File: config.mk
export PLATFORM = sky130hd
export DESIGN_NAME = dtc_timer
export DESIGN_NICKNAME = d
export VERILOG_FILES = /design/src/hdl/dtc_pkg.sv /design/src/hdl/dtc_tick_div.sv /design/src/hdl/dtc_timer.sv
export VERILOG_INCLUDE_DIRS = /design/src /design/src/hdl
export SDC_FILE = /design/constraint.sdc
export NUM_CORES = 1
export LEC_CHECK = 0
export ABC_AREA = 0
export CAP_MARGIN = 20
export CORE_MARGIN = 2
export CORE_UTILIZATION = 50
export DETAILED_ROUTE_END_ITERATION = 8
export DONT_BUFFER_PORTS = 1
export GPL_ROUTABILITY_DRIVEN = 1
export PLACE_DENSITY_LB_ADDON = 0.12
export REMOVE_ABC_BUFFERS = 1
export SYNTH_ARGS = -nofsm -noshare
export SYNTH_HDL_FRONTEND = slang
export SYNTH_SLANG_ARGS = --single-unit
File: constraint.sdc
create_clock -name clk_i -period 3.43 [get_ports clk_i]
set_clock_uncertainty 0.2 [all_clocks]
set_input_delay 0.686 -clock clk_i [delete_from_list [all_inputs] [get_ports clk_i]]
set_output_delay 0.686 -clock clk_i [all_outputs]
set_load 0.02 [all_outputs]
File: src/hdl/dtc_defs.svh
`ifndef DTC_DEFS_SVH
`define DTC_DEFS_SVH
// ----------------------------------------
// Register offsets
// ----------------------------------------
`define DTC_ADDR_CTRL   8'h88
`define DTC_ADDR_MODE   8'h89
`define DTC_ADDR_A_LO   8'h8A
`define DTC_ADDR_B_LO   8'h8B
`define DTC_ADDR_A_HI   8'h8C
`define DTC_ADDR_B_HI   8'h8D
`define DTC_ADDR_CKSEL  8'h8E
`define DTC_ADDR_ISTAT  8'h90
`define DTC_ADDR_IMASK  8'h91
`define DTC_ADDR_PWR    8'h92
// ----------------------------------------
// Control register bit positions
// ----------------------------------------
`define DTC_CTRL_B_OVF  7
`define DTC_CTRL_B_RUN  6
`define DTC_CTRL_A_OVF  5
`define DTC_CTRL_A_RUN  4
`define DTC_CTRL_B_PEND 3
`define DTC_CTRL_B_TRIG 2
`define DTC_CTRL_A_PEND 1
`define DTC_CTRL_A_TRIG 0
// ----------------------------------------
// Mode nibble bits, clock select bits
// ----------------------------------------
`define DTC_MODE_GATE   3
`define DTC_MODE_CSRC   2
`define DTC_CKSEL_B     4
`define DTC_CKSEL_A     3
// ----------------------------------------
// Tick dividers and reset values
// ----------------------------------------
`define DTC_DIV_FAST    4'd4
`define DTC_DIV_SLOW    4'd12
`define DTC_RST_BYTE    8'h00
`define DTC_RST_CKSEL   8'h01
`define DTC_UNMAPPED    8'hFF
`endif

File: src/hdl/dtc_pkg.sv
package dtc_pkg;
  // Counting modes, from the two mode select bits
  typedef enum logic [1:0] {
    DTC_MODE_PRESCALE,
    DTC_MODE_FULL16,
    DTC_MODE_RELOAD8,
    DTC_MODE_SPLIT
  } dtc_mode_t;
endpackage

File: src/hdl/dtc_tick_div.sv
`timescale 1ns/1ns
`default_nettype none
`include "dtc_defs.svh"
// ----------------------------------------
// Internal tick divider: one pulse per 4 or 12 clocks
// ----------------------------------------
module dtc_tick_div (
  // Clock and reset
  input  wire logic clk_i,
  input  wire logic reset_n_i,
  // Control
  input  wire logic run_i,
  input  wire logic fast_i,
  // Tick out
  output logic      tick_o
);
  logic [3:0] cnt_r;   // Divider phase
  logic [3:0] cnt_nxt;
  logic       tick_r;  // Registered tick
  logic       tick_nxt;
  logic [3:0] limit;   // Divide ratio selected

  // Next phase of the divider
  always_comb begin
    limit    = fast_i ? `DTC_DIV_FAST : `DTC_DIV_SLOW;
    cnt_nxt  = cnt_r;
    tick_nxt = 1'b0;
    if (run_i) begin
      if (cnt_r >= limit - 4'd1) begin
        cnt_nxt  = 4'd0;
        tick_nxt = 1'b1;
      end else begin
        cnt_nxt = cnt_r + 4'd1;
      end
    end
  end

  // Divider registers
  always_ff @(posedge clk_i or negedge reset_n_i) begin
    if (!reset_n_i) begin
      cnt_r  <= 4'd0;
      tick_r <= 1'b0;
    end else begin
      cnt_r  <= cnt_nxt;
      tick_r <= tick_nxt;
    end
  end

  assign tick_o = tick_r;
endmodule
`default_nettype wire

File: src/hdl/dtc_timer.sv
`timescale 1ns/1ns
`default_nettype none
`include "dtc_defs.svh"
// Summary of operation
// Overflow sets flag; vector or software clears
// Run bit turns each timer on/off
// Pending flag: edge cleared on vector, level tracks
// Trigger-type bit picks edge or level
// One means falling edge, zero low level
// Gate bit: count only while pin high
// Count-source bit: internal tick or pin falls
// Upper nibble timer B, lower timer A
// Mode 00: high byte with 5-bit prescaler
// Mode 01: sixteen-bit cascade, no prescaler
// Mode 10: low byte reloads from high
// Timer A mode 11: split into two bytes
// Timer B mode 11 stops and holds
// Split high byte uses timer B run, flag
// Clock select: divide by 4 or 12
// Count bytes at 8Ah through 8Dh
// Idle keeps timers and interrupts running
// Power-down freezes counts and flags
// Control 88h, mode 89h, clock select 8Eh
module dtc_timer (
  // Clock and reset
  input  wire logic       clk_i,
  input  wire logic       reset_n_i,
  // Register port
  input  wire logic [7:0] addr_i,
  input  wire logic [7:0] wdata_i,
  input  wire logic       wr_i,
  input  wire logic       rd_i,
  output logic      [7:0] rdata_o,
  // Control register bit write (bit-addressable access)
  input  wire logic       bit_wr_i,
  input  wire logic [2:0] bit_sel_i,
  input  wire logic       bit_val_i,
  // Interrupt vector acknowledge: 0 ext A, 1 timer A, 2 ext B, 3 timer B
  input  wire logic [3:0] vector_ack_i,
  // Power states
  input  wire logic       cpu_halt_request_i,
  input  wire logic       deep_stop_request_i,
  // External pins
  input  wire logic       count_a_pin_i,
  input  wire logic       count_b_pin_i,
  input  wire logic       ext_irq_a_n_i,
  input  wire logic       ext_irq_b_n_i,
  // Interrupt requests
  output logic      [3:0] irq_req_o,
  output logic            irq_o
);
  // ----------------------------------------
  // Register state
  // ----------------------------------------
  logic [7:0] timer_control_r, timer_control_nxt;
  logic [7:0] timer_mode_r, timer_mode_nxt;
  logic [7:0] a_lo_r, a_lo_nxt;      // Timer A low count
  logic [7:0] a_hi_r, a_hi_nxt;      // Timer A high count
  logic [7:0] b_lo_r, b_lo_nxt;      // Timer B low count
  logic [7:0] b_hi_r, b_hi_nxt;      // Timer B high count
  logic [7:0] clock_select_r, clock_select_nxt;
  logic [3:0] istat_r, istat_nxt;    // Sticky event status
  logic [3:0] imask_r, imask_nxt;    // Interrupt mask
  logic       pwr_r, pwr_nxt;        // Low-power recorded state
  logic [7:0] rdata_r, rdata_nxt;
  logic       irq_r, irq_nxt;

  // ----------------------------------------
  // Pin synchronisers (two flops) and edge history
  // ----------------------------------------
  logic [3:0] sync1_r, sync2_r, prev_r;
  logic [3:0] pins;
  assign pins = {ext_irq_b_n_i, ext_irq_a_n_i, count_b_pin_i, count_a_pin_i};

  always_ff @(posedge clk_i or negedge reset_n_i) begin
    if (!reset_n_i) begin
      sync1_r <= 4'hF;
      sync2_r <= 4'hF;
      prev_r  <= 4'hF;
    end else if (!deep_stop_request_i) begin
      sync1_r <= pins;
      sync2_r <= sync1_r;
      prev_r  <= sync2_r;
    end
  end

  // Falling edges on the synchronised pins
  logic [3:0] fall;
  assign fall = prev_r & ~sync2_r;

  // ----------------------------------------
  // Internal tick dividers
  // ----------------------------------------
  logic run_clk;  // Clocks stop in power-down, run in idle
  logic tick_a, tick_b;
  assign run_clk = !deep_stop_request_i;

  dtc_tick_div u_div_a (
    .clk_i     (clk_i),
    .reset_n_i (reset_n_i),
    .run_i     (run_clk),
    .fast_i    (clock_select_r[`DTC_CKSEL_A]),
    .tick_o    (tick_a)
  );

  dtc_tick_div u_div_b (
    .clk_i     (clk_i),
    .reset_n_i (reset_n_i),
    .run_i     (run_clk),
    .fast_i    (clock_select_r[`DTC_CKSEL_B]),
    .tick_o    (tick_b)
  );

  // ----------------------------------------
  // Count enables
  // ----------------------------------------
  dtc_pkg::dtc_mode_t mode_a, mode_b;
  logic [3:0] nib_a, nib_b;
  logic       en_a, en_b, inc_a, inc_b, inc_split;

  always_comb begin
    nib_a  = timer_mode_r[3:0];
    nib_b  = timer_mode_r[7:4];
    mode_a = dtc_pkg::dtc_mode_t'(nib_a[1:0]);
    mode_b = dtc_pkg::dtc_mode_t'(nib_b[1:0]);
    // Run bit, optionally gated by the interrupt pin being high
    en_a = timer_control_r[`DTC_CTRL_A_RUN] &
           (~nib_a[`DTC_MODE_GATE] | sync2_r[2]);
    en_b = timer_control_r[`DTC_CTRL_B_RUN] &
           (~nib_b[`DTC_MODE_GATE] | sync2_r[3]);
    // Source: internal tick or falling edge of count pin
    inc_a = en_a & (nib_a[`DTC_MODE_CSRC] ? fall[0] : tick_a);
    inc_b = en_b & (nib_b[`DTC_MODE_CSRC] ? fall[1] : tick_b) &
            (mode_b != dtc_pkg::DTC_MODE_SPLIT);
    // Split high byte: timer only, under timer B run bit
    inc_split = timer_control_r[`DTC_CTRL_B_RUN] & tick_a;
    if (deep_stop_request_i) begin
      inc_a     = 1'b0;
      inc_b     = 1'b0;
      inc_split = 1'b0;
    end
  end

  // ----------------------------------------
  // Counter step per timer
  // ----------------------------------------
  function automatic logic [16:0] step(input dtc_pkg::dtc_mode_t m,
                                       input logic [7:0] lo,
                                       input logic [7:0] hi);
    logic [15:0] v;
    logic [8:0]  s;
    v = 16'h0000;
    s = 9'h000;
    unique case (m)
      dtc_pkg::DTC_MODE_PRESCALE: begin
        // 5-bit prescaler in low byte feeds the high byte
        if (lo[4:0] == 5'h1F) begin
          s = {1'b0, hi} + 9'd1;
          v = {s[7:0], lo[7:5], 5'h00};
        end else begin
          v = {hi, lo[7:5], lo[4:0] + 5'h01};
        end
        step = {s[8], v};
      end
      dtc_pkg::DTC_MODE_FULL16: begin
        step = {1'b0, hi, lo} + 17'd1;
      end
      dtc_pkg::DTC_MODE_RELOAD8, dtc_pkg::DTC_MODE_SPLIT: begin
        s = {1'b0, lo} + 9'd1;
        // Reload from high byte on overflow
        if (s[8] && m == dtc_pkg::DTC_MODE_RELOAD8) begin
          step = {1'b1, hi, hi};
        end else begin
          step = {s[8], hi, s[7:0]};
        end
      end
    endcase
  endfunction

  logic [16:0] nxt_a, nxt_b;
  logic [8:0]  split_hi;
  logic        ovf_a, ovf_b;

  always_comb begin
    nxt_a    = step(mode_a, a_lo_r, a_hi_r);
    nxt_b    = step(mode_b, b_lo_r, b_hi_r);
    split_hi = {1'b0, a_hi_r} + 9'd1;
    ovf_a    = inc_a & nxt_a[16];
    ovf_b    = inc_b & nxt_b[16];
    if (mode_a == dtc_pkg::DTC_MODE_SPLIT) begin
      ovf_b = inc_split & split_hi[8];
    end
  end

  // ----------------------------------------
  // Register next values
  // ----------------------------------------
  logic [7:0] ctl;
  logic [3:0] events;
  logic       rd_stat;

  always_comb begin
    timer_control_nxt = timer_control_r;
    timer_mode_nxt    = timer_mode_r;
    a_lo_nxt          = a_lo_r;
    a_hi_nxt          = a_hi_r;
    b_lo_nxt          = b_lo_r;
    b_hi_nxt          = b_hi_r;
    clock_select_nxt  = clock_select_r;
    imask_nxt         = imask_r;
    pwr_nxt           = deep_stop_request_i ? 1'b1 : 1'b0;
    ctl               = timer_control_r;
    rdata_nxt         = 8'h00;
    rd_stat           = 1'b0;
    // Counting
    if (inc_a) begin
      a_lo_nxt = nxt_a[7:0];
      if (mode_a != dtc_pkg::DTC_MODE_SPLIT) begin
        a_hi_nxt = nxt_a[15:8];
      end
    end
    if (mode_a == dtc_pkg::DTC_MODE_SPLIT && inc_split) begin
      a_hi_nxt = split_hi[7:0];
    end
    if (inc_b) begin
      b_lo_nxt = nxt_b[7:0];
      b_hi_nxt = nxt_b[15:8];
    end
    // Register writes
    if (wr_i && !deep_stop_request_i) begin
      unique case (addr_i)
        `DTC_ADDR_CTRL:  ctl = wdata_i;
        `DTC_ADDR_MODE:  timer_mode_nxt = wdata_i;
        `DTC_ADDR_A_LO:  a_lo_nxt = wdata_i;
        `DTC_ADDR_B_LO:  b_lo_nxt = wdata_i;
        `DTC_ADDR_A_HI:  a_hi_nxt = wdata_i;
        `DTC_ADDR_B_HI:  b_hi_nxt = wdata_i;
        `DTC_ADDR_CKSEL: clock_select_nxt = wdata_i;
        `DTC_ADDR_IMASK: imask_nxt = wdata_i[3:0];
        default: ;
      endcase
    end
    // Single-bit write to the control register
    if (bit_wr_i && !deep_stop_request_i) begin
      ctl[bit_sel_i] = bit_val_i;
    end
    // Vectoring clears timer flags; ext flags only in edge mode
    // Flags are frozen in power-down, so no vector clear then
    if (!deep_stop_request_i) begin
      if (vector_ack_i[1]) ctl[`DTC_CTRL_A_OVF] = 1'b0;
      if (vector_ack_i[3]) ctl[`DTC_CTRL_B_OVF] = 1'b0;
      if (vector_ack_i[0] && ctl[`DTC_CTRL_A_TRIG]) ctl[`DTC_CTRL_A_PEND] = 1'b0;
      if (vector_ack_i[2] && ctl[`DTC_CTRL_B_TRIG]) ctl[`DTC_CTRL_B_PEND] = 1'b0;
    end
    // Hardware set wins over any clear
    if (ovf_a) ctl[`DTC_CTRL_A_OVF] = 1'b1;
    if (ovf_b) ctl[`DTC_CTRL_B_OVF] = 1'b1;
    if (!deep_stop_request_i) begin
      // Edge mode flags a fall; level mode follows the pin
      if (ctl[`DTC_CTRL_A_TRIG]) begin
        if (fall[2]) ctl[`DTC_CTRL_A_PEND] = 1'b1;
      end else begin
        ctl[`DTC_CTRL_A_PEND] = ~sync2_r[2];
      end
      if (ctl[`DTC_CTRL_B_TRIG]) begin
        if (fall[3]) ctl[`DTC_CTRL_B_PEND] = 1'b1;
      end else begin
        ctl[`DTC_CTRL_B_PEND] = ~sync2_r[3];
      end
    end
    timer_control_nxt = ctl;
    // Register reads
    if (rd_i) begin
      unique case (addr_i)
        `DTC_ADDR_CTRL:  rdata_nxt = timer_control_r;
        `DTC_ADDR_MODE:  rdata_nxt = timer_mode_r;
        `DTC_ADDR_A_LO:  rdata_nxt = a_lo_r;
        `DTC_ADDR_B_LO:  rdata_nxt = b_lo_r;
        `DTC_ADDR_A_HI:  rdata_nxt = a_hi_r;
        `DTC_ADDR_B_HI:  rdata_nxt = b_hi_r;
        `DTC_ADDR_CKSEL: rdata_nxt = clock_select_r;
        `DTC_ADDR_ISTAT: begin
          rdata_nxt = {4'h0, istat_r};
          rd_stat   = 1'b1;
        end
        `DTC_ADDR_IMASK: rdata_nxt = {4'h0, imask_r};
        `DTC_ADDR_PWR:   rdata_nxt = {6'h00, pwr_r, cpu_halt_request_i};
        default:         rdata_nxt = `DTC_UNMAPPED;
      endcase
    end
    // Sticky status: set wins over read-clear
    events    = {ovf_b, fall[3] & ~deep_stop_request_i,
                 ovf_a, fall[2] & ~deep_stop_request_i};
    istat_nxt = (rd_stat ? 4'h0 : istat_r) | events;
    irq_nxt   = |(istat_nxt & imask_nxt);
  end

  // ----------------------------------------
  // State registers
  // ----------------------------------------
  always_ff @(posedge clk_i or negedge reset_n_i) begin
    if (!reset_n_i) begin
      timer_control_r <= `DTC_RST_BYTE;
      timer_mode_r    <= `DTC_RST_BYTE;
      a_lo_r          <= `DTC_RST_BYTE;
      a_hi_r          <= `DTC_RST_BYTE;
      b_lo_r          <= `DTC_RST_BYTE;
      b_hi_r          <= `DTC_RST_BYTE;
      clock_select_r  <= `DTC_RST_CKSEL;
      istat_r         <= 4'h0;
      imask_r         <= 4'h0;
      pwr_r           <= 1'b0;
      rdata_r         <= 8'h00;
      irq_r           <= 1'b0;
    end else begin
      timer_control_r <= timer_control_nxt;
      timer_mode_r    <= timer_mode_nxt;
      a_lo_r          <= a_lo_nxt;
      a_hi_r          <= a_hi_nxt;
      b_lo_r          <= b_lo_nxt;
      b_hi_r          <= b_hi_nxt;
      clock_select_r  <= clock_select_nxt;
      istat_r         <= istat_nxt;
      imask_r         <= imask_nxt;
      pwr_r           <= pwr_nxt;
      rdata_r         <= rdata_nxt;
      irq_r           <= irq_nxt;
    end
  end

  assign rdata_o   = rdata_r;
  assign irq_o     = irq_r;
  assign irq_req_o = {timer_control_r[`DTC_CTRL_B_OVF], timer_control_r[`DTC_CTRL_B_PEND],
                      timer_control_r[`DTC_CTRL_A_OVF], timer_control_r[`DTC_CTRL_A_PEND]};

  // ----------------------------------------
  // Assertions
  // ----------------------------------------
  property p_ovf_a_sets;
    @(posedge clk_i) disable iff (!reset_n_i)
      ovf_a |=> timer_control_r[`DTC_CTRL_A_OVF];
  endproperty
  a_ovf_a_sets: assert property (p_ovf_a_sets) else $error("timer A flag not set");

  property p_stop_run;
    @(posedge clk_i) disable iff (!reset_n_i)
      !timer_control_r[`DTC_CTRL_A_RUN] |-> !inc_a;
  endproperty
  a_stop_run: assert property (p_stop_run) else $error("timer A counts while off");

  property p_level_track;
    @(posedge clk_i) disable iff (!reset_n_i || deep_stop_request_i)
      !timer_control_nxt[`DTC_CTRL_A_TRIG] |=>
        timer_control_r[`DTC_CTRL_A_PEND] == ~$past(sync2_r[2]);
  endproperty
  a_level_track: assert property (p_level_track) else $error("level flag off pin");

  property p_gate;
    @(posedge clk_i) disable iff (!reset_n_i)
      (timer_mode_r[`DTC_MODE_GATE] && !sync2_r[2]) |-> !inc_a;
  endproperty
  a_gate: assert property (p_gate) else $error("gated timer A counted");

  property p_b_hold;
    @(posedge clk_i) disable iff (!reset_n_i)
      (timer_mode_r[5:4] == 2'b11 && !wr_i) |=> $stable(b_lo_r) && $stable(b_hi_r);
  endproperty
  a_b_hold: assert property (p_b_hold) else $error("timer B moved in mode 11");

  property p_freeze;
    @(posedge clk_i) disable iff (!reset_n_i)
      deep_stop_request_i |=> $stable(a_lo_r) && $stable(a_hi_r);
  endproperty
  a_freeze: assert property (p_freeze) else $error("timer A moved in power-down");

  property p_reload;
    @(posedge clk_i) disable iff (!reset_n_i)
      (inc_a && mode_a == dtc_pkg::DTC_MODE_RELOAD8 && a_lo_r == 8'hFF && !wr_i)
        |=> a_lo_r == $past(a_hi_r);
  endproperty
  a_reload: assert property (p_reload) else $error("no reload from high byte");

  property p_read_data;
    @(posedge clk_i) disable iff (!reset_n_i)
      (rd_i && addr_i == `DTC_ADDR_A_HI) |=> rdata_o == $past(a_hi_r);
  endproperty
  a_read_data: assert property (p_read_data) else $error("bad high byte read");
endmodule
`default_nettype wire

# Word-level counts from Yosys, hierarchy flattened
# Index checks and enable logic that the tools add are counted.
word_totals:
  regBits: 96
  output_inout_bits: 13
  wordCells: 159
op_classes:
  addsub: 12
  order_cmp: 4
  n_eq_ne: 20
  muxes: 66
  bitwise_logic: 22
  reduce_logical: 16
ops:
  columns: ["cell", "n"]
  rows:
  - ["two-way mux 8 bit", 18]
  - ["one-hot mux 17 bit (3 select lines)", 2]
  - ["== test 8 bit, second input constant", 10]
  - ["one-hot mux 8 bit (10 select lines)", 1]
  - ["adder 8 x 1 -> 9 bit, second input constant", 4]
  - ["adder 16 x 1 -> 17 bit, second input constant", 2]
  - ["two-way mux 17 bit", 2]
  - ["two-way mux 16 bit", 2]
  - ["two-way mux 1 bit", 30]
  - ["two-way mux 4 bit", 7]
  - ["two-way mux 9 bit", 2]
  - ["bitwise AND 1 bit", 11]
  - ["adder 5 x 1 -> 5 bit, second input constant", 2]
  - ["== test 5 bit, second input constant", 2]
  - ["adder 4 x 1 -> 4 bit, second input constant", 2]
  - ["bitwise AND 4 bit", 2]
  - ["bitwise mux 8 bit", 1]
  - ["== test 2 bit, second input constant", 4]
  - [">= comparator 4 bit", 2]
  - ["logical AND 1 bit", 8]
  - ["subtractor 4 x 1 -> 4 bit, second input constant", 2]
  - ["inverter 1 bit", 5]
  - ["== test 2 x 1 -> 1 bit, second input constant", 2]
  - ["logical NOT 2 bit", 2]
  - ["other kinds (11)", 15]

# Depth between registers and ports, before layout
depth:
  ltp_word: 12
  ltp_mapped: 10

# By module
# From an unflattened synthesis, not the netlist that was laid out.
unflattened:
  hier_cells: 620
  area_unflattened_um2: 5908.2
modules_own_cells:
  columns: ["module", "instances", "cells_each", "area_each_um2", "seq_area_each_um2"]
  rows:
  - ["dtc_timer", 1, 572, 5390.2, 2168.3]
  - ["dtc_tick_div", 2, 24, 259.0, 125.1]

# Worst setup path before layout
# Ideal clock, no wire load.
synth_path:
  path_type: "input port to flip-flop"
  startpoint: "input port addr_i[2]"
  endpoint: "register irq_r (netlist: irq_o)"
  t_arrival_ps: 2312
  required_time_ps: 3111
  path_slack_ps: 799
  path_stages: 7
  n_path_buf: 1
  path_cell_list: "clkbuf_1 nor2_1 and3_1 nand3_1 mux2_2 a222oi_1 a21bo_2"
synth_between:
  word_cells_on_any_way: 10
synth_rtl:
  columns: ["item", "line", "text"]
  rows:
  - ["from (decl)", "dtc_timer.sv:29", "input wire logic [7:0] addr_i,"]
  - ["== test 8 bit", "dtc_timer.sv:231", "unique case (addr_i)"]
  - ["two-way mux 4 bit", "dtc_timer.sv:231", null]
  - ["two-way mux 4 bit", "dtc_timer.sv:230", "if (wr_i && !deep_stop_request_i) begin"]
  - ["named net imask_nxt[2]", "dtc_timer.sv:63", "logic [3:0] imask_r, imask_nxt;"]
  - ["bitwise AND 4 bit", "dtc_timer.sv:295", "irq_nxt = |(istat_nxt & imask_nxt);"]
  - ["OR reduction 4 bit", "dtc_timer.sv:295", null]
  - ["named net irq_nxt", "dtc_timer.sv:66", "logic irq_r, irq_nxt;"]
  - ["to (signal assigned)", "dtc_timer.sv:327", "irq_r <= irq_nxt;"]
  - ["to (decl)", "dtc_timer.sv:66", null]
# The timed path passes the listed nets, and every way through them passes these cells.
# A chain may end at the register's enable or synchronous reset.

# Worst setup path after layout
layout_path:
  startpoint: "register a_lo_r[0]"
  endpoint: "register irq_r (netlist: irq_o)"
layout_between:
  elab_chain_cells: 8
  word_cells_on_any_way: 11
layout_lines:
  columns: ["item", "line", "text"]
  rows:
  - ["from (decl)", "dtc_timer.sv:57", "logic [7:0] a_lo_r, a_lo_nxt;"]
  - ["from (signal assigned)", "dtc_timer.sv:305", "a_lo_r <= `DTC_RST_BYTE;"]
  - ["from (signal assigned)", "dtc_timer.sv:318", "a_lo_r <= a_lo_nxt;"]
  - ["adder 8 x 1 -> 9 bit", "dtc_timer.sv:169", "s = {1'b0, lo} + 9'd1;"]
  - ["logical AND 1 bit", "dtc_timer.sv:171", "if (s[8] && m == dtc_pkg::DTC_MODE_RELOAD8) begin"]
  - ["two-way mux 17 bit", "dtc_timer.sv:171", null]
  - ["one-hot mux 17 bit (3 select lines) *", "dtc_timer.sv:154", "unique case (m)"]
  - ["bitwise AND 1 bit *", "dtc_timer.sv:188", "ovf_a = inc_a & nxt_a[16];"]
  - ["OR 4 bit *", "dtc_timer.sv:294", "istat_nxt = (rd_stat ? 4'h0 : istat_r) | events;"]
  - ["named net istat_nxt[1]", "dtc_timer.sv:62", "logic [3:0] istat_r, istat_nxt;"]
  - ["bitwise AND 4 bit *", "dtc_timer.sv:295", null]
  - ["OR reduction 4 bit *", "dtc_timer.sv:295", null]
  - ["named net irq_nxt", "dtc_timer.sv:66", null]
# The timed path passes the listed nets; every way through them passes the cells marked *.

==> results.json <==
{
  "outcome": "finished, final reports clean",
  "via_count": 5160,
  "p_total_mw": 2.82,
  "routedWlPerCell_um": 22.8,
  "die_h_um": 114,
  "wirelength_met1_um": 7660,
  "rsz0062_at_grt": "no",
  "synth_seq_cells": 96,
  "hold_class": "in2async",
  "synth_top_area_share_pct": 34.4,
  "path_class": "reg2reg",
  "diodes": 0,
  "cts_tree": "done",
  "worstSkewPairLatency_ns": 0.36,
  "firstDrtPassIters": 5,
  "cts_sinks": 96,
  "synthTopCellsByCount": "dfrtp_1, nand2_1, nor2_1",
  "area_growth_pct": 6.30,
  "fin_crit_sh_pct": 81.1,
  "overflow": 0,
  "relSlewSlack_pct": 43.6,
  "setup_viol": 0,
  "worstMarginPinSlew_ns": 0.843,
  "drv_cap": 0,
  "grt_pass1_vias": 4899,
  "root_buffer": "clkbuf_16",
  "grt_max_degree": 97,
  "hold_viol": 0,
  "route.met2.wl_um": 7990,
  "synth-main-ff-cell": "dfrtp_1",
  "antenna_left": 0,
  "leakagePower_nw": 2.55,
  "yosys.area.top_type": "dfrtp_1",
  "drive_gt1_share_pct": 14.0,
  "drtIter0Drc": 467,
  "route.detailed.drc": 0,
  "drt_wl_total_um": 18000,
  "numCtsBuffers": 9,
  "critical_path_arrival_ns": 2.83,
  "cts_buffer_depth": 2,
  "worstPathRequired_ns": 3.48,
  "initial_core_util_pct": 50.7,
  "async_flop_share_pct": 100,
  "crit_fanout": 6,
  "die_x_um": 114,
  "place.gp.congestion": 0.972,
  "synthDistinctLibCells": 75,
  "antenna_found_initial": 0,
  "syn_inst": 653,
  "powerDensity_nw_per_um2": 439,
  "grt_usage_pct": 29.2,
  "nNetsFinal": 683,
  "nFillCells": 1097,
  "h-tree-depth": 3,
  "port_buffers": 0,
  "post_cts_buffers": 0,
  "syn_area_per_cell_um2": 9.25,
  "clk_pin_slew_ns": 0.07,
  "fin_crit_ns": 2.78,
  "synthMostInstantiatedCell": "dfrtp_1",
  "synth_area_um2": 6040,
  "synthTopCellsByArea": "dfrtp_1, mux2_2, dfstp_2, nand2_1, nor2_1",
  "final_max_slew_viol_count": 0,
  "start_kind": "register",
  "grt_pass1_wl_um": 28300,
  "dp_hpwl_um": 12800,
  "endpoint_kind": "register",
  "maxUsedRoutingLayer": "met4",
  "finalSetupTns_ns": 0,
  "io_pins": 48,
  "synth_warnings": 0,
  "timing.fmax_ghz": 0.359,
  "die_area_um2": 13000,
  "num_rows": 40,
  "synth-seq-area-share_pct": 40.0,
  "vdd_drop_max_mv": 0.373,
  "vias_per_cell": 6.53,
  "coreArea_um2": 11900,
  "synth-edff-count": 0,
  "dr_wl_met3_um": 1750
}
-- final cells by class --
class | instances | area, um^2 | area share (%)
multi-input cells | 517 | 3450 | 53.7
flip-flops and latches | 96 | 2420 | 37.7
clock buffers | 10 | 229 | 3.57
well taps | 147 | 184 | 2.86
repair buffers | 8 | 80.1 | 1.25
clock inverters | 6 | 41.3 | 0.643
inverters | 6 | 22.5 | 0.351
-- logic make-up after synthesis --
group | Yosys count | share of synthesized area [%]
buffers and inverters | 40 | 2.92
XOR/XNOR | 18 | 2.61
adder cells (fa/ha/maj) | 10 | 2.07
flip-flops | 96 | 40.0
multiplexers | 62 | 12.4
AO/OA/AOI/OAI | 165 | 18.0
AND/OR/NAND/NOR | 262 | 22.0
-- layout by cell type (no fill, tap or decap), types with 9 or more instances in the layout --
master	instances
dfrtp_1	83
nand2_1	67
nor2_1	63
o21ai_0	47
a21oi_1	42
mux2_2	32
nand3_1	25
mux2i_1	23
nor3_1	17
nor2b_1	15
nand4_1	15
dfstp_2	13
nand2b_1	12
xnor2_1	12
and2_1	10
ha_1	10
o31ai_1	9
clkbuf_16	9
-- per-stage QoR --
step	hold WS [ns]	instance area (um^2)	utilization (%)	std cells	setup slack, ns
after floorplan	0.190	5890	-	619	0.763
after global placement	0.194	6120	51.4	773	0.725
after detailed placement	0.194	6120	51.4	773	0.622
after CTS	0.0639	6420	53.9	790	0.692
after global routing	0.0385	6420	53.9	790	0.406
final	0.00976	6420	53.9	790	0.648
-- layer usage --
layer | vias up | GRT usage (%)
met5 | - | 0
met4 | 0 | 12.9
met3 | 40 | 8.45
met2 | 247 | 42.6
met1 | 2491 | 40.6
li1 | 2382 | -
-- path summary, 6_finish.rpt --
check                                     from                to  slack [ns]  cells past startpoint
max in group asynchronous            reset_n_i         prev_r[3]        2.60                      1
setup / recovery                     a_lo_r[0]             irq_o        0.65                      9
hold reg to reg               u_div_a.cnt_r[3]  u_div_a.cnt_r[3]        0.30                      1
setup reg to reg                     a_lo_r[0]             irq_o        0.65                      9
min in group clk_i         deep_stop_request_i             pwr_r        0.16                      0
hold / removal                       reset_n_i         a_hi_r[0]        0.01                      1
-- repair_timing --
item                      CTS  global route
hold endpoints to repair   96             0
gates resized for setup     0             0
hold buffers                1             0
-- power by group --
part | internal (mW) | switching [mW]
logic | 0.203 | 0.208
clock network | 0.496 | 0.460
registers | 1.28 | 0.170
total | 1.98 | 0.839
-- critical path, stage by stage (launching register included) --
cell and delay, ns:
dfrtp_1 0.43, ha_1 0.25, nand3_1 0.15, inv_1 0.12, ha_1 0.26, and2_1 0.19
o211a_1 0.28, a21o_1 0.19, a222oi_1 0.33, a21bo_2 0.26
-- registers in the layout (all words and copies together), names as in the netlist, 8 cells and up --
register,count
timer_mode_r,8
b_lo_r,8
a_lo_r,8
clock_select_r,8
rdata_o,8
a_hi_r,8
timer_control_r,8
b_hi_r,8
Note: power is estimated with default switching activity, not from simulation.
